--- src/core/sac_map.svh ---
`ifndef SAC_MAP_SVH
`define SAC_MAP_SVH
// Register byte offsets
`define SAC_OFS_CTRL1    12'h000
`define SAC_OFS_CTRL2    12'h004
`define SAC_OFS_RESULT   12'h008
`define SAC_OFS_CMPVAL   12'h00c
`define SAC_OFS_CONFIG   12'h010
`define SAC_OFS_PINEN1   12'h014
`define SAC_OFS_PINEN2   12'h018
`define SAC_OFS_RTC      12'h01c
`define SAC_OFS_MODE     12'h020
// Field positions
`define SAC_C1_DONE      7
`define SAC_C1_IEN       6
`define SAC_C1_CONT      5
`define SAC_C2_ACTIVE    7
`define SAC_C2_TRIG      6
`define SAC_C2_CMPEN     5
`define SAC_C2_CMPGE     4
`define SAC_CFG_LP       7
`define SAC_CFG_LONG     4
`define SAC_MODE_WAIT    0
`define SAC_MODE_STOP3   1
// Channel codes
`define SAC_CH_EXT_LAST  5'h0b
`define SAC_CH_LOWREF_LO 5'h0c
`define SAC_CH_LOWREF_HI 5'h14
`define SAC_CH_TEMP      5'h1a
`define SAC_CH_BANDGAP   5'h1b
`define SAC_CH_RSV       5'h1c
`define SAC_CH_HIREF     5'h1d
`define SAC_CH_LOWREF    5'h1e
`define SAC_CH_OFF       5'h1f
// Reset values
`define SAC_RST_CH       5'h1f
// Timing in conversion clock cycles
`define SAC_SAMPLE_SHORT 5'h03
`define SAC_SAMPLE_LONG  5'h17
`define SAC_BIT_FAST     2'h0
`define SAC_BIT_SLOW     2'h1
`define SAC_RES_BITS     4'hc
`endif

--- src/core/sac_pkg.sv ---
package sac_pkg;
  typedef enum logic [2:0] {
    SAC_SRC_PIN    = 3'h0,
    SAC_SRC_LOWREF = 3'h1,
    SAC_SRC_TEMP   = 3'h2,
    SAC_SRC_BGAP   = 3'h3,
    SAC_SRC_HIREF  = 3'h4,
    SAC_SRC_RSV    = 3'h5,
    SAC_SRC_OFF    = 3'h6
  } sac_src_t;
  typedef struct packed {
    sac_src_t   src;
    logic [3:0] pin;
  } sac_chan_t;
  typedef enum logic [1:0] {
    SAC_MODE_12 = 2'h1,
    SAC_MODE_10 = 2'h2,
    SAC_MODE_8  = 2'h0
  } sac_width_t;
  typedef enum logic [1:0] {
    SAC_CLK_BUS    = 2'h0,
    SAC_CLK_BUS2   = 2'h1,
    SAC_CLK_ALT    = 2'h2,
    SAC_CLK_LOCAL  = 2'h3
  } sac_clksrc_t;
  typedef struct packed {
    logic        low_power;
    logic [1:0]  div_sel;
    logic        long_sample;
    sac_width_t  width;
    sac_clksrc_t clk_src;
  } sac_cfg_t;
endpackage : sac_pkg

--- src/core/sac_chan_dec.sv ---
`timescale 1ns/10ps
`include "sac_map.svh"
module sac_chan_dec (
  input  wire logic [4:0]        channel_select_i, // Channel code
  output sac_pkg::sac_chan_t     chan_o            // Decoded selection
);
  always_comb begin
    chan_o.pin = channel_select_i[3:0];
    if (channel_select_i <= `SAC_CH_EXT_LAST) begin
      chan_o.src = sac_pkg::SAC_SRC_PIN;
    end else if (channel_select_i <= `SAC_CH_LOWREF_HI) begin
      chan_o.src = sac_pkg::SAC_SRC_LOWREF;
    end else begin
      unique case (channel_select_i)
        `SAC_CH_TEMP:    chan_o.src = sac_pkg::SAC_SRC_TEMP;
        `SAC_CH_BANDGAP: chan_o.src = sac_pkg::SAC_SRC_BGAP;
        `SAC_CH_HIREF:   chan_o.src = sac_pkg::SAC_SRC_HIREF;
        `SAC_CH_LOWREF:  chan_o.src = sac_pkg::SAC_SRC_LOWREF;
        `SAC_CH_OFF:     chan_o.src = sac_pkg::SAC_SRC_OFF;
        default:         chan_o.src = sac_pkg::SAC_SRC_RSV;
      endcase
    end
  end
endmodule : sac_chan_dec

--- src/core/sac_clk_div.sv ---
`timescale 1ns/10ps
`include "sac_map.svh"
// Produces a one-cycle tick per conversion clock period.
module sac_clk_div (
  input  wire logic              clock_i,       // System clock
  input  wire logic              reset_i,       // Sync reset, high
  input  wire sac_pkg::sac_clksrc_t clk_src_i,  // Source select
  input  wire logic [1:0]        div_sel_i,     // Divide by 1,2,4,8
  input  wire logic              alt_tick_i,    // Alternate clock tick
  input  wire logic              local_tick_i,  // Local async clock tick
  output logic                   tick_o         // Conversion clock tick
);
  logic       half_q, half_d;
  logic [2:0] cnt_q, cnt_d;
  logic       src_tick;
  logic [2:0] limit;

  always_comb begin
    half_d = ~half_q;
    unique case (clk_src_i)
      sac_pkg::SAC_CLK_BUS:   src_tick = 1'b1;
      sac_pkg::SAC_CLK_BUS2:  src_tick = half_q;
      sac_pkg::SAC_CLK_ALT:   src_tick = alt_tick_i;
      sac_pkg::SAC_CLK_LOCAL: src_tick = local_tick_i;
    endcase
    limit  = 3'((4'h1 << div_sel_i) - 4'h1);
    cnt_d  = cnt_q;
    tick_o = 1'b0;
    if (src_tick) begin
      if (cnt_q >= limit) begin
        cnt_d  = 3'h0;
        tick_o = 1'b1;
      end else begin
        cnt_d = cnt_q + 3'h1;
      end
    end
  end

  always_ff @(posedge clock_i) begin
    if (reset_i) begin
      half_q <= 1'b0;
      cnt_q  <= 3'h0;
    end else begin
      half_q <= half_d;
      cnt_q  <= cnt_d;
    end
  end
endmodule : sac_clk_div

--- src/core/sac_adc_ctrl.sv ---
`timescale 1ns/10ps
`include "sac_map.svh"
// How it works
// - Codes 0-11 pick pins, 12-20 low ref, then temp, bandgap, refs, off.
// - Reserved codes still convert; the result is undefined.
// - Conversion clock comes from bus, bus/2, local or alternate clock.
// - The selected source is divided by the divide field; software keeps range.
// - The alternate clock keeps timing conversions during wait mode.
// - In hardware trigger mode a counter match starts a conversion.
// - The match triggers regardless of the counter's interrupt enable.
// - The hardware trigger works in run, wait and stop3.
// - A linear successive approximation resolves twelve bits.
// - Results are right-justified unsigned, 12, 10 or 8 bits wide.
// - Single or continuous; a single conversion returns to idle itself.
// - Completion sets the done flag and interrupts when enabled.
// - Optional compare, less-than or greater-or-equal, gates the flag.
// - Sample time and speed/power are software settings.
// - Only two pin enable registers exist.
// - Writing control one aborts, and restarts unless the channel is off or hardware trigger is set.
// - Done flag clears on control one write or result read.
module sac_adc_ctrl (
  input  wire logic        clock_i,        // 250 MHz bus clock
  input  wire logic        reset_i,        // Sync reset, high
  input  wire logic        psel,           // APB select
  input  wire logic        penable,        // APB enable
  input  wire logic        pwrite,         // APB direction
  input  wire logic [11:0] paddr,          // APB byte address
  input  wire logic [31:0] pwdata,         // APB write data
  output logic             pready,         // APB ready
  output logic [31:0]      prdata,         // APB read data
  output logic             pslverr,        // APB error
  input  wire logic [15:0] rtc_count_value_i,  // Real-time counter value
  input  wire logic [15:0] rtc_modulo_value_i, // Real-time counter modulo
  input  wire logic        alt_tick_i,     // Alternate clock tick
  input  wire logic        local_tick_i,   // Local async clock tick
  input  wire logic        comp_i,         // Analog comparator, 1 = input above DAC
  output logic [11:0]      dac_o,          // Trial value to the analog DAC
  output logic [4:0]       mux_sel_o,      // Analog mux select
  output logic             sample_o,       // Sampling switch closed
  output logic             analog_on_o,    // Analog core powered
  output logic             low_power_o,    // Low power bias
  output logic [15:0]      pin_enable_o,   // Analog pin enables
  output logic             irq_o           // Completion interrupt
);
  typedef enum logic [1:0] {
    SAC_IDLE   = 2'h0,
    SAC_SAMPLE = 2'h1,
    SAC_CONV   = 2'h2
  } sac_state_t;

  sac_pkg::sac_chan_t chan;
  sac_pkg::sac_cfg_t  cfg_q, cfg_d;
  sac_state_t         state_q, state_d;
  logic [4:0]  ch_q, ch_d;
  logic        ien_q, ien_d, cont_q, cont_d, done_q, done_d;
  logic        trig_q, trig_d, cmpen_q, cmpen_d, cmpge_q, cmpge_d;
  logic [11:0] cmpval_q, cmpval_d, res_q, res_d, sar_q, sar_d;
  logic [7:0]  pin1_q, pin1_d, pin2_q, pin2_d;
  logic        wait_q, wait_d, stop3_q, stop3_d;
  logic [3:0]  bit_q, bit_d;
  logic [4:0]  tcnt_q, tcnt_d;
  logic        match_q, match_d;
  logic        tick, wr, rd, hw_start, start, restart, ch_off, cmp_ok;
  logic [11:0] final_val;

  function automatic logic is_addr(input logic [11:0] a, input logic [11:0] ofs);
    is_addr = (a == ofs);
  endfunction : is_addr

  // Truncates the 12-bit code to the chosen width, right-justified
  function automatic logic [11:0] fmt(input logic [11:0] v, input sac_pkg::sac_width_t w);
    unique case (w)
      sac_pkg::SAC_MODE_12: fmt = v;
      sac_pkg::SAC_MODE_10: fmt = {2'h0, v[11:2]};
      sac_pkg::SAC_MODE_8:  fmt = {4'h0, v[11:4]};
      default:              fmt = v;
    endcase
  endfunction : fmt

  sac_chan_dec u_dec (
    .channel_select_i (ch_q),
    .chan_o           (chan)
  );

  sac_clk_div u_div (
    .clock_i      (clock_i),
    .reset_i      (reset_i),
    .clk_src_i    (cfg_q.clk_src),
    .div_sel_i    (cfg_q.div_sel),
    .alt_tick_i   (alt_tick_i),
    .local_tick_i (local_tick_i),
    .tick_o       (tick)
  );

  assign pready  = 1'b1;
  assign pslverr = 1'b0;
  assign wr      = psel & penable & pwrite;
  assign rd      = psel & penable & ~pwrite;
  assign ch_off  = (ch_q == `SAC_CH_OFF);

  // Level compare gives a match every count cycle; only the rising edge starts.
  always_comb begin
    match_d  = (rtc_count_value_i == rtc_modulo_value_i);
    hw_start = trig_q & match_d & ~match_q & ~ch_off;
  end

  // Register file
  always_comb begin
    cfg_d    = cfg_q;
    ch_d     = ch_q;
    ien_d    = ien_q;
    cont_d   = cont_q;
    trig_d   = trig_q;
    cmpen_d  = cmpen_q;
    cmpge_d  = cmpge_q;
    cmpval_d = cmpval_q;
    pin1_d   = pin1_q;
    pin2_d   = pin2_q;
    wait_d   = wait_q;
    stop3_d  = stop3_q;
    restart  = 1'b0;
    if (wr) begin
      if (is_addr(paddr, `SAC_OFS_CTRL1)) begin
        ien_d   = pwdata[`SAC_C1_IEN];
        cont_d  = pwdata[`SAC_C1_CONT];
        ch_d    = pwdata[4:0];
        restart = 1'b1;
      end
      if (is_addr(paddr, `SAC_OFS_CTRL2)) begin
        trig_d  = pwdata[`SAC_C2_TRIG];
        cmpen_d = pwdata[`SAC_C2_CMPEN];
        cmpge_d = pwdata[`SAC_C2_CMPGE];
      end
      if (is_addr(paddr, `SAC_OFS_CMPVAL)) cmpval_d = pwdata[11:0];
      if (is_addr(paddr, `SAC_OFS_CONFIG)) cfg_d = pwdata[7:0];
      if (is_addr(paddr, `SAC_OFS_PINEN1)) pin1_d = pwdata[7:0];
      if (is_addr(paddr, `SAC_OFS_PINEN2)) pin2_d = pwdata[7:0];
      if (is_addr(paddr, `SAC_OFS_MODE)) begin
        wait_d  = pwdata[`SAC_MODE_WAIT];
        stop3_d = pwdata[`SAC_MODE_STOP3];
      end
    end
  end

  always_comb begin
    prdata = 32'h0;
    if (rd) begin
      if (is_addr(paddr, `SAC_OFS_CTRL1)) begin
        prdata = {24'h0, done_q, ien_q, cont_q, ch_q};
      end else if (is_addr(paddr, `SAC_OFS_CTRL2)) begin
        prdata = {24'h0, (state_q != SAC_IDLE), trig_q, cmpen_q, cmpge_q, 4'h0};
      end else if (is_addr(paddr, `SAC_OFS_RESULT)) begin
        prdata = {20'h0, res_q};
      end else if (is_addr(paddr, `SAC_OFS_CMPVAL)) begin
        prdata = {20'h0, cmpval_q};
      end else if (is_addr(paddr, `SAC_OFS_CONFIG)) begin
        prdata = {24'h0, cfg_q};
      end else if (is_addr(paddr, `SAC_OFS_PINEN1)) begin
        prdata = {24'h0, pin1_q};
      end else if (is_addr(paddr, `SAC_OFS_PINEN2)) begin
        prdata = {24'h0, pin2_q};
      end else if (is_addr(paddr, `SAC_OFS_RTC)) begin
        prdata = {rtc_modulo_value_i, rtc_count_value_i};
      end else if (is_addr(paddr, `SAC_OFS_MODE)) begin
        prdata = {30'h0, stop3_q, wait_q};
      end
    end
  end

  // Conversion sequencer
  always_comb begin
    state_d   = state_q;
    sar_d     = sar_q;
    bit_d     = bit_q;
    tcnt_d    = tcnt_q;
    res_d     = res_q;
    done_d    = done_q;
    start     = restart ? (ch_d != `SAC_CH_OFF) : hw_start;
    final_val = fmt(sar_q, cfg_q.width);
    cmp_ok    = cmpge_q ? (final_val >= cmpval_q) : (final_val < cmpval_q);
    if (restart && trig_q) begin
      start = 1'b0;
    end
    // In trigger mode a write still aborts, then waits for the next match
    if (restart && ((ch_d == `SAC_CH_OFF) || trig_q)) begin
      state_d = SAC_IDLE;
    end else if (start) begin
      state_d = SAC_SAMPLE;
      tcnt_d  = cfg_q.long_sample ? `SAC_SAMPLE_LONG : `SAC_SAMPLE_SHORT;
      sar_d   = 12'h0;
      bit_d   = `SAC_RES_BITS;
    end else if (tick) begin
      unique case (state_q)
        SAC_IDLE: ;
        SAC_SAMPLE: begin
          if (tcnt_q == 5'h0) begin
            state_d = SAC_CONV;
            sar_d   = 12'h800;
            // Reload here so a continuous rerun resolves all twelve bits
            bit_d   = `SAC_RES_BITS;
            tcnt_d  = {3'h0, cfg_q.low_power ? `SAC_BIT_SLOW : `SAC_BIT_FAST};
          end else begin
            tcnt_d = tcnt_q - 5'h1;
          end
        end
        SAC_CONV: begin
          if (tcnt_q != 5'h0) begin
            tcnt_d = tcnt_q - 5'h1;
          end else begin
            // Keep or drop the trial bit, then try the next lower one
            sar_d  = sar_q & ~(comp_i ? 12'h0 : (12'h800 >> (4'hc - bit_q)));
            sar_d  = sar_d | ((bit_q > 4'h1) ? (12'h800 >> (4'hd - bit_q)) : 12'h0);
            bit_d  = bit_q - 4'h1;
            tcnt_d = {3'h0, cfg_q.low_power ? `SAC_BIT_SLOW : `SAC_BIT_FAST};
            if (bit_q == 4'h1) begin
              state_d = cont_q ? SAC_SAMPLE : SAC_IDLE;
              tcnt_d  = cfg_q.long_sample ? `SAC_SAMPLE_LONG : `SAC_SAMPLE_SHORT;
            end
          end
        end
        default: state_d = SAC_IDLE;
      endcase
    end
    // Result captured the cycle the last bit resolves
    if (state_q == SAC_CONV && state_d != SAC_CONV && !start && !restart) begin
      final_val = fmt(sar_d, cfg_q.width);
      cmp_ok    = cmpge_q ? (final_val >= cmpval_q) : (final_val < cmpval_q);
      if (!cmpen_q || cmp_ok) begin
        res_d  = final_val;
        done_d = 1'b1;
      end
    end else if (restart || (rd && is_addr(paddr, `SAC_OFS_RESULT))) begin
      done_d = 1'b0;
    end
  end

  always_ff @(posedge clock_i) begin
    if (reset_i) begin
      state_q  <= SAC_IDLE;
      cfg_q    <= '0;
      ch_q     <= `SAC_RST_CH;
      ien_q    <= 1'b0;
      cont_q   <= 1'b0;
      done_q   <= 1'b0;
      trig_q   <= 1'b0;
      cmpen_q  <= 1'b0;
      cmpge_q  <= 1'b0;
      cmpval_q <= 12'h0;
      res_q    <= 12'h0;
      sar_q    <= 12'h0;
      pin1_q   <= 8'h0;
      pin2_q   <= 8'h0;
      wait_q   <= 1'b0;
      stop3_q  <= 1'b0;
      bit_q    <= 4'h0;
      tcnt_q   <= 5'h0;
      match_q  <= 1'b0;
    end else begin
      state_q  <= state_d;
      cfg_q    <= cfg_d;
      ch_q     <= ch_d;
      ien_q    <= ien_d;
      cont_q   <= cont_d;
      done_q   <= done_d;
      trig_q   <= trig_d;
      cmpen_q  <= cmpen_d;
      cmpge_q  <= cmpge_d;
      cmpval_q <= cmpval_d;
      res_q    <= res_d;
      sar_q    <= sar_d;
      pin1_q   <= pin1_d;
      pin2_q   <= pin2_d;
      wait_q   <= wait_d;
      stop3_q  <= stop3_d;
      bit_q    <= bit_d;
      tcnt_q   <= tcnt_d;
      match_q  <= match_d;
    end
  end

  // Analog side follows the registered state
  always_comb begin
    dac_o        = sar_q;
    mux_sel_o    = ch_q;
    sample_o     = (state_q == SAC_SAMPLE);
    analog_on_o  = (state_q != SAC_IDLE) && (chan.src != sac_pkg::SAC_SRC_OFF);
    low_power_o  = cfg_q.low_power;
    pin_enable_o = {pin2_q, pin1_q};
    irq_o        = done_q & ien_q;
  end
endmodule : sac_adc_ctrl

--- config.mk ---
export PLATFORM = sky130hd
export DESIGN_NAME = sac_adc_ctrl
export DESIGN_NICKNAME = d
export VERILOG_FILES = /design/src/core/sac_pkg.sv /design/src/core/sac_chan_dec.sv /design/src/core/sac_clk_div.sv /design/src/core/sac_adc_ctrl.sv
export VERILOG_INCLUDE_DIRS = /design/src /design/src/core
export SDC_FILE = /design/constraint.sdc
export NUM_CORES = 1
export LEC_CHECK = 0
export ABC_AREA = 1
export BUFFER_PORTS_ARGS = -buffer_cell sky130_fd_sc_hd__buf_2
export CAP_MARGIN = 10
export CORE_ASPECT_RATIO = 1.1
export CORE_MARGIN = 10
export CORE_UTILIZATION = 55
export CTS_CLUSTER_DIAMETER = 30
export DETAILED_ROUTE_END_ITERATION = 8
export MAX_ROUTING_LAYER = met4
export PLACE_DENSITY = 0.81
export REMOVE_ABC_BUFFERS = 1
export SLEW_MARGIN = 20
export SYNTH_ARGS = -nofsm -noshare
export SYNTH_HDL_FRONTEND = slang
export SYNTH_SLANG_ARGS = --single-unit
--- constraint.sdc ---
create_clock -name clock_i -period 9.6 [get_ports clock_i]
set_clock_uncertainty 0.05 [all_clocks]
set_input_delay 1.44 -clock clock_i [delete_from_list [all_inputs] [get_ports clock_i]]
set_output_delay 1.44 -clock clock_i [all_outputs]
set_load 0.02 [all_outputs]
==> results by group, run 1 <==
Setup path
  • Logic depth of the worst register-to-register path: 22
  • Internal reg-to-reg setup slack: 5.23 ns
  • Endpoint of the lowest-slack register-to-register path: res_q[2]
  • Crit Reg-Reg Startpoint: cfg_q[6]
  • Critical path class: in2out
  • Required time at the worst-slack endpoint: 8.11 ns
  • Element type at the critical path end: output pin
  • WP data arrival: 4.22 ns
  • CP Launch Type: input pin
  • Critical Path Fanout Max: 12
  • First element of the critical path: paddr[1]

Final layout
  • Area Growth Syn to Fin: 16.52%
  • Number of nets at the end of the flow: 1,174
  • Proportion of layout cells with a drive suffix above 1: 0.1703
  • Register area: 1782 um2
  • Final design instance area without fill: 7174 um2
  • Multi-input gate area in the final layout: 3712 um2
  • Final-layout fill cell count: 1,015
  • Number of antenna repair diodes: 0

Synthesis
  • Post-synthesis simple-gate area fraction: 0.2888
  • Synth top area share: 0.2894
  • Synthesized-area fraction occupied by ao, oa, aoi and oai cells: 0.2213
  • Synth Area in XOR/XNOR: 0.02703
  • Average size of a mapped cell: 6.488 um2
  • Combinational family with the most area after synthesis: simple AND/OR/NAND/NOR gates
  • Post-Synthesis Cells: 949
  • Most common cell in the synthesized netlist: sky130_fd_sc_hd__nand2_1
  • Mux share of post-synthesis cell area: 0.001626
  • Distinct cell type count of the synthesized netlist: 47
  • Synth Area in Adders: 0.06300
  • Number of synthesized flops with an enable pin: 0
  • Most area-hungry cell type in the Yosys netlist: sky130_fd_sc_hd__dfxtp_1
  • Yosys warnings: 0
  • Most frequent cells after synthesis: sky130_fd_sc_hd__nand2_1, sky130_fd_sc_hd__inv_1, sky130_fd_sc_hd__o21ai_0, sky130_fd_sc_hd__dfxtp_1, sky130_fd_sc_hd__nor2_1
  • Share of the yosys chip area belonging to registers: 0.2894
  • Count of state elements after synthesis: 89
  • Fraction of synthesis flops using an asynchronous set or reset pin: 0
  • Ys flop type: sky130_fd_sc_hd__dfxtp_1
  • Synthesized cell area: 6157 um2
  • Most area-consuming cells after synthesis: sky130_fd_sc_hd__dfxtp_1, sky130_fd_sc_hd__nand2_1, sky130_fd_sc_hd__inv_1

Clocking
  • CTS tree: built
  • Total CTS buffers: 9
  • Clk root buf: sky130_fd_sc_hd__clkbuf_16
  • Buffer levels on the longest clock path: 2
  • Post-cts repair resize count: 0
  • Worst-skew pair later-pin latency: 0.34 ns
  • Register clock-pin slew on the reported worst setup and hold paths: 0.06 ns
  • Number of setup buffers added after CTS: 0
  • H-tree levels: 3
  • Clk sinks: 89
  • Hold-fix buffers at CTS: 0

GRT
  • Met3 demand-to-capacity share in global routing: 0.03476
  • Most utilized layer in the global route result: met2
  • Antenna violations before repair: 0
  • Routing usage on met2: 0.4199
  • Met1 routing resource usage after global routing: 0.2904
  • Total GRT Usage: 0.2447
  • Maximum number of pins on one net before global-route repair: 57
  • Wire length of the first global-routing pass: 30.70 mm
  • Remaining global-route overflow: 0
  • Number of global-route vias before repair: 6,268

Route
  • Ratio of routed vias to standard cells: 5.565
  • Post-detailed-route DRC marker count: 0
  • Final WL: 19.59 mm
  • Antenna Nets Post-Route: 0
  • DR vias: 6,734
  • Violation count after the first detailed-route iteration: 650
  • WL/cell: 16.19 um
  • Initial DRT Pass Iterations: 5

Timing
  • Highest clock rate: 0.1751 GHz
  • Final clock period utilization by the worst path: 0.5948
  • Unrepaired setup endpoints after global routing: false
  • Transition at the pin with the smallest max-transition slack: 0.9220 ns
  • Worst slew margin relative to its limit: 0.3831
  • Max Slew Vio Count: 0
  • Setup Viol. Count Final: 0
  • Min Tclk post-route: 5.710 ns
  • Sum Neg Setup Slack: 0 ns
  • Endpoints failing hold: 0

Placement
  • DP Area: 6857 um2
  • Detailed placement HPWL: 14.91 mm
  • Final Wtd Congestion: 0.9188
  • Buffers on Ports: 132

Pwr
  • Cell-internal power: 0.6207 mW
  • Comb power frac: 0.060
  • Switching Share: 0.2238
  • Proportion of power drawn by flip-flops and latches: 0.462
  • Net switching power: 0.1790 mW
  • Standby leakage power: 3.371 nW
  • Worst voltage drop across the vdd grid: 0.00007705 V
  • Power density over the cells: 111.5 nW/um2
  • Part of the power in the clock network: 0.478

Floorplan
  • Die outline height: 131.0 um
  • Die width: 120.9 um
  • Number of top-level pins: 155
  • Initial Util: 0.5618
  • Row count: 40
  • Core outline area: 10,960 um2
  • Area enclosed by the die boundary: 15,830 um2

Hold path
  • Worst min-delay path startpoint: u_div.half_q
  • Path class of the lowest-slack min-delay path: reg2reg
  • Worst hold path stage count: 1
  • Worst-case hold path end point: u_div.half_q

Outcome
  • Outcome: completed

Run
  • Number of max-cap violations: 0
==> power groups by stage <==
| stage | Sequential [mW] | Combinational [mW] | Clock [mW] |
|---|---|---|---|
| after global routing | 0.369 | 0.0534 | 0.397 |
| after CTS | 0.370 | 0.0473 | 0.384 |
| after detailed placement | 0.378 | 0.0469 | 0 |
| after floorplan | 0.378 | 0.0210 | 0 |
| after global placement | 0.378 | 0.0462 | 0 |
| final | 0.370 | 0.0479 | 0.382 |
==> critical path, cell delays in order <==
cell,delay [ns]
sky130_fd_sc_hd__buf_2,0.11
sky130_fd_sc_hd__nor2_1,0.19
sky130_fd_sc_hd__nand2_1,0.10
sky130_fd_sc_hd__nor2_1,0.21
sky130_fd_sc_hd__inv_1,0.07
sky130_fd_sc_hd__nor2_1,0.71
sky130_fd_sc_hd__clkinv_1,0.55
sky130_fd_sc_hd__o21ai_0,0.30
sky130_fd_sc_hd__o22ai_1,0.11
sky130_fd_sc_hd__a21oi_1,0.21
sky130_fd_sc_hd__buf_2,0.21
==> state kept, by name, summed over array words and instances, names as in the netlist, 4 cells and up <==
| signal | flops |
|---|---|
| bit_q | 4 |
| pin1_q | 8 |
| tcnt_q | 5 |
| mux_sel_o | 5 |
| pin2_q | 8 |
| cmpval_q | 12 |
| dac_o | 12 |
| cfg_q | 7 |
| res_q | 12 |
==> layout make-up <==
cell class | count | area share
Clock inverter | 5 | 0.01099
Timing Repair Buffer | 133 | 0.09313
Multi-Input combinational cell | 690 | 0.5174
Inverter | 136 | 0.07115
Tap cell | 147 | 0.02564
Sequential cell | 89 | 0.2483
Clock buffer | 10 | 0.03331
==> cells by family after synthesis <==
family	count (synthesis)
and+or+nand+nor	395
muxes	1
other	2
DFF	89
AOI/OAI and AO/OA	242
adders and majority gates	31
buffers and inverters	170
xor gates and xnor gates	19
==> routing by layer <==
| metal | share of wire | vias up | wire length [um] |
|---|---|---|---|
| met4 | 0.024 | 0 | 466 |
| met3 | 0.061 | 34 | 1198 |
| met1 | 0.41 | 3061 | 8113 |
| met5 | 0 | - | 0 |
| met2 | 0.50 | 277 | 9814 |
| li1 | - | 3362 | - |
==> metrics by stage <==
step	power, mW	utilization	setup WS, ns	instances	hold slack (ns)
after detailed placement	0.4249	0.6256	3.810	1195	0.3497
after CTS	0.8011	0.6546	4.017	1210	0.4011
after global placement	0.4241	0.6256	3.842	1195	0.3473
after global routing	0.8195	0.6546	3.551	1210	0.4295
final	0.7996	0.6546	3.890	1210	0.4103
after floorplan	0.3989	-	4.694	915	0.3334
==> how the worst max path moves through the flow <==
stage                     cells past startpoint         to  slack (ns)
after detailed placement                     25   res_q[2]        3.81
after global routing                         28   res_q[2]        3.55
after CTS                                    11  prdata[5]        4.02
after floorplan                              27   res_q[9]        4.69
after global placement                       26   res_q[9]        3.84
final                                        11  prdata[7]        3.89
==> layout by cell type (no fill, tap or decap), types with 3 or more instances in the layout <==
cell,n
sky130_fd_sc_hd__nand2_1,185
sky130_fd_sc_hd__buf_2,132
sky130_fd_sc_hd__inv_1,128
sky130_fd_sc_hd__o21ai_0,95
sky130_fd_sc_hd__dfxtp_1,89
sky130_fd_sc_hd__nor2_1,88
sky130_fd_sc_hd__a21oi_1,85
sky130_fd_sc_hd__nand3_1,71
sky130_fd_sc_hd__ha_1,31
sky130_fd_sc_hd__xor2_1,15
sky130_fd_sc_hd__nor3_1,14
sky130_fd_sc_hd__nand4_1,10
sky130_fd_sc_hd__o211ai_1,10
sky130_fd_sc_hd__o21ai_1,9
sky130_fd_sc_hd__clkbuf_16,9
sky130_fd_sc_hd__nand2_2,6
sky130_fd_sc_hd__clkinv_1,6
sky130_fd_sc_hd__a31oi_1,6
sky130_fd_sc_hd__o22ai_1,6
sky130_fd_sc_hd__o221ai_1,6
sky130_fd_sc_hd__nor2_2,5
sky130_fd_sc_hd__nand3_2,5
sky130_fd_sc_hd__a21oi_2,5
sky130_fd_sc_hd__a221oi_1,5
sky130_fd_sc_hd__a211oi_1,5
sky130_fd_sc_hd__xnor2_1,4
sky130_fd_sc_hd__nor2_8,3
sky130_fd_sc_hd__o31ai_1,3
Power figures use the tool's default switching activity.
==> run 2: changes to the inputs <==
CORE_UTILIZATION = 49   (was 55)
PLACE_DENSITY = 0.76   (was 0.81)
clock period = 5 ns   (was 9.6 ns; I/O delays follow)
==> run 2 against run 1 <==
  * Cell count increased by 1.2%
  * Largest cell class unchanged
  * Total power is 87% higher
  * Critical path depth rose by 13
  * Combinational power increased by 97%
  * Wire length increased by 1.5%
  * Via count shrank 0.40%
  * Non-clock buffer count increased by 6
  * Critical path type is now in2reg
  * Sequential cell count unchanged
  * First-iteration DRC count fell by 15%
==> results by group, run 2 (synthesis results as in run 1) <==
Outcome
  • Outcome: completed (unchanged)

Timing
  • Transition at the pin with the smallest max-transition slack: 0.8072 ns (was 0.9220 ns)
  • WHS: 0.3663 ns (was 0.4103 ns)
  • Unrepaired setup endpoints after global routing: false (unchanged)
  • Max Slew Vio Count: 0 (unchanged)
  • Setup Viol. Count Final: 0 (unchanged)
  • Min Tclk post-route: 4.240 ns
  • Worst slew margin relative to its limit: 0.4603 (was 0.3831)
  • Highest clock rate: 0.2358 GHz
  • Endpoints failing hold: 0 (unchanged)
  • Sum Neg Setup Slack: 0 ns (unchanged)
  • Final clock period utilization by the worst path: 0.8480

Route
  • Ratio of routed vias to standard cells: 5.480 (was 5.565)
  • DR vias: 6,707 (was 6,734)
  • Initial DRT Pass Iterations: 5 (unchanged)
  • Post-detailed-route DRC marker count: 0 (unchanged)
  • Antenna Nets Post-Route: 0 (unchanged)
  • WL/cell: 16.25 um (was 16.19 um)
  • Final WL: 19.89 mm (was 19.59 mm)
  • Violation count after the first detailed-route iteration: 554 (was 650)

Setup path
  • Crit Reg-Reg Startpoint: bit_q[1] (was cfg_q[6])
  • Required time at the worst-slack endpoint: 5.24 ns (was 8.11 ns)
  • Critical path class: in2reg (was in2out)
  • Element type at the critical path end: flip-flop (was output pin)
  • WP data arrival: 4.48 ns (was 4.22 ns)
  • First element of the critical path: paddr[7] (was paddr[1])
  • Critical Path Fanout Max: 18 (was 12)
  • CP Launch Type: input pin (unchanged)

Pwr
  • Part of the power in the clock network: 0.463 (was 0.478)
  • Proportion of power drawn by flip-flops and latches: 0.474 (was 0.462)
  • Standby leakage power: 3.394 nW (was 3.371 nW)
  • Switching Share: 0.2440 (was 0.2238)
  • Cell-internal power: 1.131 mW (was 0.6207 mW)
  • Comb power frac: 0.063 (was 0.060)
  • Power density over the cells: 207.7 nW/um2 (was 111.5 nW/um2)
  • Worst voltage drop across the vdd grid: 0.0001428 V (was 0.00007705 V)
  • Net switching power: 0.3651 mW (was 0.1790 mW)

Floorplan
  • Die width: 126.9 um (was 120.9 um)
  • Row count: 42 (was 40)
  • Area enclosed by the die boundary: 17,450 um2 (was 15,830 um2)
  • Number of top-level pins: 155 (unchanged)
  • Initial Util: 0.5050 (was 0.5618)
  • Core outline area: 12,190 um2 (was 10,960 um2)
  • Die outline height: 137.6 um (was 131.0 um)

Clocking
  • Clk sinks: 89 (unchanged)
  • CTS tree: built (unchanged)
  • Register clock-pin slew on the reported worst setup and hold paths: 0.07 ns (was 0.06 ns)
  • Clk root buf: sky130_fd_sc_hd__clkbuf_16 (unchanged)
  • Worst-skew pair later-pin latency: 0.36 ns (was 0.34 ns)
  • H-tree levels: 3 (unchanged)
  • Post-cts repair resize count: 0 (unchanged)
  • Total CTS buffers: 9 (unchanged)
  • Hold-fix buffers at CTS: 0 (unchanged)
  • Buffer levels on the longest clock path: 2 (unchanged)
  • Number of setup buffers added after CTS: 0 (unchanged)

Final layout
  • Non-Filler Instances: 1,224 (was 1,210)
  • Proportion of layout cells with a drive suffix above 1: 0.1757 (was 0.1703)
  • Area Growth Syn to Fin: 16.99% (was 16.52%)
  • Number of nets at the end of the flow: 1,180 (was 1,174)
  • Number of antenna repair diodes: 0 (unchanged)
  • Commonest cells after routing, fill and taps aside: sky130_fd_sc_hd__nand2_1, sky130_fd_sc_hd__buf_2, sky130_fd_sc_hd__inv_1 (unchanged)
  • Most common cell after layout, fill and taps aside: sky130_fd_sc_hd__nand2_1 (unchanged)
  • Final-layout fill cell count: 1,238 (was 1,015)

Placement
  • Placed insts: 1,208 (was 1,195)
  • Final Wtd Congestion: 0.9284 (was 0.9188)
  • Buffers on Ports: 132 (unchanged)
  • Detailed placement HPWL: 15.37 mm (was 14.91 mm)

Run
  • Number of max-cap violations: 0 (unchanged)

GRT
  • Total GRT Usage: 0.2235 (was 0.2447)
  • Maximum number of pins on one net before global-route repair: 61 (was 57)
  • Wire length of the first global-routing pass: 31.03 mm (was 30.70 mm)
  • Antenna violations before repair: 0 (unchanged)
  • Number of global-route vias before repair: 6,185 (was 6,268)
  • Remaining global-route overflow: 0 (unchanged)

Hold path
  • Worst min-delay path startpoint: u_div.half_q (unchanged)
  • Path class of the lowest-slack min-delay path: reg2reg (unchanged)
==> run 2: changes by cell type in the layout (fill, tap and decap cells not counted), sizes merged <==
| cell | change |
|---|---|
| buf | +6 |
| bufinv | -1 |
| clkbuf | -1 |
| clkinv | +2 |
| inv | +1 |
==> run 2: path summary, 6_finish.rpt <==
check | endpoint | slack, ns | cells past startpoint
worst max-delay path | res_q[2] | 0.76 | 24
worst max register to register | res_q[2] | 0.82 | 23
worst min register to register | u_div.half_q | 0.37 | 1
worst min-delay path | u_div.half_q | 0.37 | 1
==> run 2: metal layers <==
layer  routed length [um]  global-route usage
met5                    0                   -
met4                  638             0.09304
met3                 1146             0.03153
met2                 9556              0.3625
met1                 8550              0.2736
==> run 2: layout make-up <==
cell class	count	area [um2]	share of cell area
multi-input cells	690	3712	0.5154
repair buffers	139	713.2	0.09901
inverters	136	510.5	0.07087
flip-flops and latches	89	1782	0.2474
clock inverters	7	67.56	0.009380
well taps	154	192.7	0.02675
clock buffers	9	225.2	0.03127
==> run 2: critical path: stages <==
cell and delay (ns):
sky130_fd_sc_hd__buf_2 0.10, sky130_fd_sc_hd__nor2_2 0.15, sky130_fd_sc_hd__nand2_2 0.11, sky130_fd_sc_hd__nor2_8 0.17, sky130_fd_sc_hd__nand2_4 0.18, sky130_fd_sc_hd__nor2_8 0.12, sky130_fd_sc_hd__nand2_2 0.05, sky130_fd_sc_hd__nand2_1 0.07
sky130_fd_sc_hd__nand2_2 0.08, sky130_fd_sc_hd__o21bai_4 0.37, sky130_fd_sc_hd__nand2_1 0.18, sky130_fd_sc_hd__o21ai_0 0.15, sky130_fd_sc_hd__nand3_1 0.16, sky130_fd_sc_hd__nand2_1 0.13, sky130_fd_sc_hd__ha_1 0.25, sky130_fd_sc_hd__a21oi_1 0.15
sky130_fd_sc_hd__nor2_1 0.05, sky130_fd_sc_hd__a211oi_1 0.32, sky130_fd_sc_hd__nand4_1 0.14, sky130_fd_sc_hd__nand3_1 0.15, sky130_fd_sc_hd__nand4_4 0.27, sky130_fd_sc_hd__nand2_1 0.15, sky130_fd_sc_hd__nand2_1 0.07, sky130_fd_sc_hd__a21oi_1 0.14
==> run 2: power by group through the flow <==
stage                     clock, mW  combinational, mW  sequential (mW)
after floorplan                   0             0.0403            0.726
after detailed placement          0             0.0924            0.726
after global placement            0             0.0913            0.726
after global routing          0.720              0.104            0.709
final                         0.693             0.0945            0.709
after CTS                     0.692             0.0933            0.709
==> run 2: stage by stage <==
stage,setup WS (ns),area (um2),utilization,power [mW]
2_1_floorplan,0.7841,6005,-,0.7658
3_3_place_gp,0.5023,6910,0.5668,0.8169
3_5_place_dp,0.4342,6910,0.5668,0.8180
4_1_cts,0.7833,7203,0.5908,1.495
5_1_grt,0.2958,7203,0.5908,1.533
6_report,0.7598,7203,0.5908,1.496
==> run 3: changes to the inputs <==
ABC_AREA = 0   (was 1)
PLACE_DENSITY = 0.77   (was 0.76)
clock period = 3.9 ns   (was 5 ns; I/O delays follow)
==> run 3 against run 2 <==
  * The run now ends with setup timing left
  * Total power rose by 36%
  * Sequential power rose by 28%
  * Cell count rose by 0.49%
  * Clock power rose by 41%
  * Global-route usage rose by 4.9 points
  * Largest cell class unchanged
  * Critical path depth fell by 3
==> results by group, run 3 <==
Synthesis
  • Synthesized-area fraction occupied by ao, oa, aoi and oai cells: 0.2213 (about the same)
  • Synth Area in XOR/XNOR: 0.02341 (was 0.02703)
  • Synthesized cell area: 5987 um2 (was 6157 um2)
  • Combinational family with the most area after synthesis: simple AND/OR/NAND/NOR gates (unchanged)
  • Distinct cell type count of the synthesized netlist: 69 (was 47)
  • Post-Synthesis Cells: 800 (was 949)
  • Synth Area in Adders: 0.06479 (was 0.06300)
  • Fraction of synthesis flops using an asynchronous set or reset pin: 0 (unchanged)
  • Most area-consuming cells after synthesis: sky130_fd_sc_hd__dfxtp_1, sky130_fd_sc_hd__nand2_1, sky130_fd_sc_hd__a21oi_1 (was sky130_fd_sc_hd__dfxtp_1, sky130_fd_sc_hd__nand2_1, sky130_fd_sc_hd__inv_1)
  • Ys flop type: sky130_fd_sc_hd__dfxtp_1 (unchanged)
  • Number of synthesized flops with an enable pin: 0 (unchanged)
  • Most area-hungry cell type in the Yosys netlist: sky130_fd_sc_hd__dfxtp_1 (unchanged)
  • Average size of a mapped cell: 7.484 um2 (was 6.488 um2)
  • Most frequent cells after synthesis: sky130_fd_sc_hd__nand2_1, sky130_fd_sc_hd__dfxtp_1, sky130_fd_sc_hd__a21oi_1, sky130_fd_sc_hd__nor2_1, sky130_fd_sc_hd__nand3_1 (was sky130_fd_sc_hd__nand2_1, sky130_fd_sc_hd__inv_1, sky130_fd_sc_hd__o21ai_0, sky130_fd_sc_hd__dfxtp_1, sky130_fd_sc_hd__nor2_1)
  • Yosys warnings: 0 (unchanged)
  • Most common cell in the synthesized netlist: sky130_fd_sc_hd__nand2_1 (unchanged)
  • Synth top area share: 0.2976 (was 0.2894)
  • Share of the yosys chip area belonging to registers: 0.2976 (was 0.2894)
  • Mux share of post-synthesis cell area: 0.04075 (was 0.001626)
  • Post-synthesis simple-gate area fraction: 0.2970 (was 0.2888)
  • Count of state elements after synthesis: 89 (unchanged)

GRT
  • Wire length of the first global-routing pass: 37.28 mm (was 31.03 mm)
  • Antenna violations before repair: 0 (unchanged)
  • Maximum number of pins on one net before global-route repair: 35 (was 61)
  • Remaining global-route overflow: 0 (unchanged)
  • Total GRT Usage: 0.2727 (was 0.2235)
  • Number of global-route vias before repair: 7,560 (was 6,185)

Route
  • Violation count after the first detailed-route iteration: 918 (was 554)
  • Initial DRT Pass Iterations: 8 (was 5)
  • Final WL: 24.27 mm (was 19.89 mm)
  • Ratio of routed vias to standard cells: 6.080 (was 5.480)
  • DR vias: 7,479 (was 6,707)
  • WL/cell: 19.73 um (was 16.25 um)
  • Antenna Nets Post-Route: 0 (unchanged)
  • Post-detailed-route DRC marker count: 0 (unchanged)

Setup path
  • Critical Path Fanout Max: 5 (was 18)
  • Element type at the critical path end: flip-flop (unchanged)
  • Top Family by Delay on Critical Path: compound AO/OA/AOI/OAI gates (was simple AND/OR/NAND/NOR gates)
  • WP data arrival: 4.60 ns (was 4.48 ns)
  • CP Launch Type: flip-flop (was input pin)
  • Count of buffer and inverter cells on the critical path: 3 (was 1)
  • Critical path class: reg2reg (was in2reg)
  • Biggest cell delay along the critical path: 0.51 ns (was 0.37 ns)
  • Worst-path cell chain: inv_2, ha_4, ha_4, nand2b_4, or4b_4, o311ai_2, nand2_1, a21o_1, a32o_2, a22oi_2, nand2_1, ha_1, a21oi_2, o211ai_1, a221o_1, o311ai_2, nand4_1, buf_6, buf_12, nor2b_4, a311oi_2 (was buf_2, nor2_2, nand2_2, nor2_8, nand2_4, nor2_8, nand2_2, nand2_1, nand2_2, o21bai_4, nand2_1, o21ai_0, nand3_1, nand2_1, ha_1, a21oi_1, nor2_1, a211oi_1, nand4_1, nand3_1, nand4_4, nand2_1, nand2_1, a21oi_1)
  • Cell with the largest stage delay on the worst path: sky130_fd_sc_hd__or4b_4 (was sky130_fd_sc_hd__o21bai_4)
  • Internal reg-to-reg setup slack: -0.50 ns (was 0.82 ns)
  • Required time at the worst-slack endpoint: 4.11 ns (was 5.24 ns)

Pwr
  • Standby leakage power: 3.841 nW (was 3.394 nW)
  • Worst voltage drop across the vdd grid: 0.0002093 V (was 0.0001428 V)
  • Power density over the cells: 229.8 nW/um2 (was 207.7 nW/um2)

Final layout
  • Non-Filler Instances: 1,230 (was 1,224)
  • Most common cell after layout, fill and taps aside: sky130_fd_sc_hd__buf_4 (was sky130_fd_sc_hd__nand2_1)
  • Area Growth Syn to Fin: 47.67% (was 16.99%)
  • Proportion of layout cells with a drive suffix above 1: 0.3838 (was 0.1757)
  • Utilization after layout: 0.7379 (was 0.5908)
  • Number of nets at the end of the flow: 1,186 (was 1,180)
  • Number of antenna repair diodes: 0 (unchanged)
  • Commonest cells after routing, fill and taps aside: sky130_fd_sc_hd__buf_4, sky130_fd_sc_hd__buf_2, sky130_fd_sc_hd__nand2_1 (was sky130_fd_sc_hd__nand2_1, sky130_fd_sc_hd__buf_2, sky130_fd_sc_hd__inv_1)

Floorplan
  • Initial Util: 0.4997 (was 0.5050)
  • Die outline height: 135.9 um (was 137.6 um)
  • Area enclosed by the die boundary: 17,040 um2 (was 17,450 um2)
  • Row count: 42 (unchanged)
  • Number of top-level pins: 155 (unchanged)
  • Core outline area: 11,980 um2 (was 12,190 um2)
  • Die width: 125.4 um (was 126.9 um)

Timing
  • Max Slew Vio Count: 0 (unchanged)
  • Final clock period utilization by the worst path: 1.127
  • Endpoints failing hold: 0 (unchanged)
  • Setup Viol. Count Final: 13 (was 0)
  • Transition at the pin with the smallest max-transition slack: 0.9844 ns (was 0.8072 ns)
  • Worst Setup Slack, final: -0.4960 ns (was 0.7598 ns)
  • WHS: 0.3720 ns (was 0.3663 ns)
  • Worst slew margin relative to its limit: 0.3424 (was 0.4603)
  • Min Tclk post-route: 4.396 ns
  • Unrepaired setup endpoints after global routing: true (was false)
  • Highest clock rate: 0.2275 GHz

Clocking
  • Clk sinks: 89 (unchanged)
  • Worst-skew pair later-pin latency: 0.35 ns (was 0.36 ns)
  • Clk root buf: sky130_fd_sc_hd__clkbuf_16 (unchanged)
  • Buffer levels on the longest clock path: 2 (unchanged)
  • H-tree levels: 3 (unchanged)
  • Register clock-pin slew on the reported worst setup and hold paths: 0.07 ns (about the same)
  • Total CTS buffers: 9 (unchanged)
  • CTS tree: built (unchanged)

Placement
  • Placed insts: 1,196 (was 1,208)
  • Final Wtd Congestion: 0.9816 (was 0.9284)
  • Detailed placement HPWL: 17.15 mm (was 15.37 mm)
  • Buffers on Ports: 132 (unchanged)

Outcome
  • Violations in the final reports: setup timing
  • Outcome: complete, but fails checks (was completed)

Hold path
  • Path class of the lowest-slack min-delay path: reg2reg (unchanged)

Run
  • Number of max-cap violations: 0 (unchanged)
## run 3: final timing paths
| check | startpoint | end | depth (start not counted) |
|---|---|---|---|
| worst max register to register | bit_q[1] | res_q[9] | 21 |
| worst min-delay path | u_div.half_q | u_div.half_q | 1 |
| worst min register to register | u_div.half_q | u_div.half_q | 1 |
| worst max-delay path | bit_q[1] | res_q[9] | 21 |
## run 3: cell families after synthesis
logic type / after synthesis
AO/OA/AOI/OAI: 197
XOR/XNOR: 16
adder cells (fa/ha/maj): 31
buffers and inverters: 82
flip-flops: 89
multiplexers: 24
other: 2
AND/OR/NAND/NOR: 359
## run 3: per-stage QoR
step / setup TNS [ns] / worst slack (ns) / total power [mW] / area, um2
CTS: -4.697 / -0.4084 / 2.022 / 8621
finish: -5.686 / -0.4960 / 2.031 / 8841
global placement: -8.975 / -0.7679 / 1.066 / 7859
global route: -8.936 / -0.7398 / 2.072 / 8841
floorplan: -21.86 / -1.780 / 0.9641 / 5796
detailed placement: -11.03 / -0.9346 / 1.068 / 7859
## run 3: cell type report
type                       count  area (um2)
clock buffer                  10       239.0
clock inverter                 6       90.09
fill                         871        3141
inverter                      35       133.9
multi-input combinational    629        4340
sequential                    89        1787
tap                          154       192.7
timing repair buffer         307        2058
## run 3: timing repair
item,CTS,global route
pin swaps,35,28
setup buffers,9,5
endpoints found under the setup margin,13,13
gates cloned,3,1
hold buffers,0,0
gates resized for setup,71,34
## run 3: report_power, final
part / switching [mW] / leakage (nW) / total [mW] / internal (mW)
Sequential: 0.000405 / 0.719 / 0.909 / 0.909
Clock: 0.398 / 0.159 / 0.979 / 0.582
Combinational: 0.0809 / 2.96 / 0.143 / 0.0617
Total: 0.479 / 3.84 / 2.03 / 1.55
## run 3: metal layers
layer | track usage | vias up | share of wire
li1 | - | 3426 | -
met1 | 0.3074 | 3489 | 0.40
met2 | 0.4618 | 459 | 0.48
met3 | 0.04558 | 105 | 0.073
met4 | 0.1338 | 0 | 0.048
met5 | - | - | 0
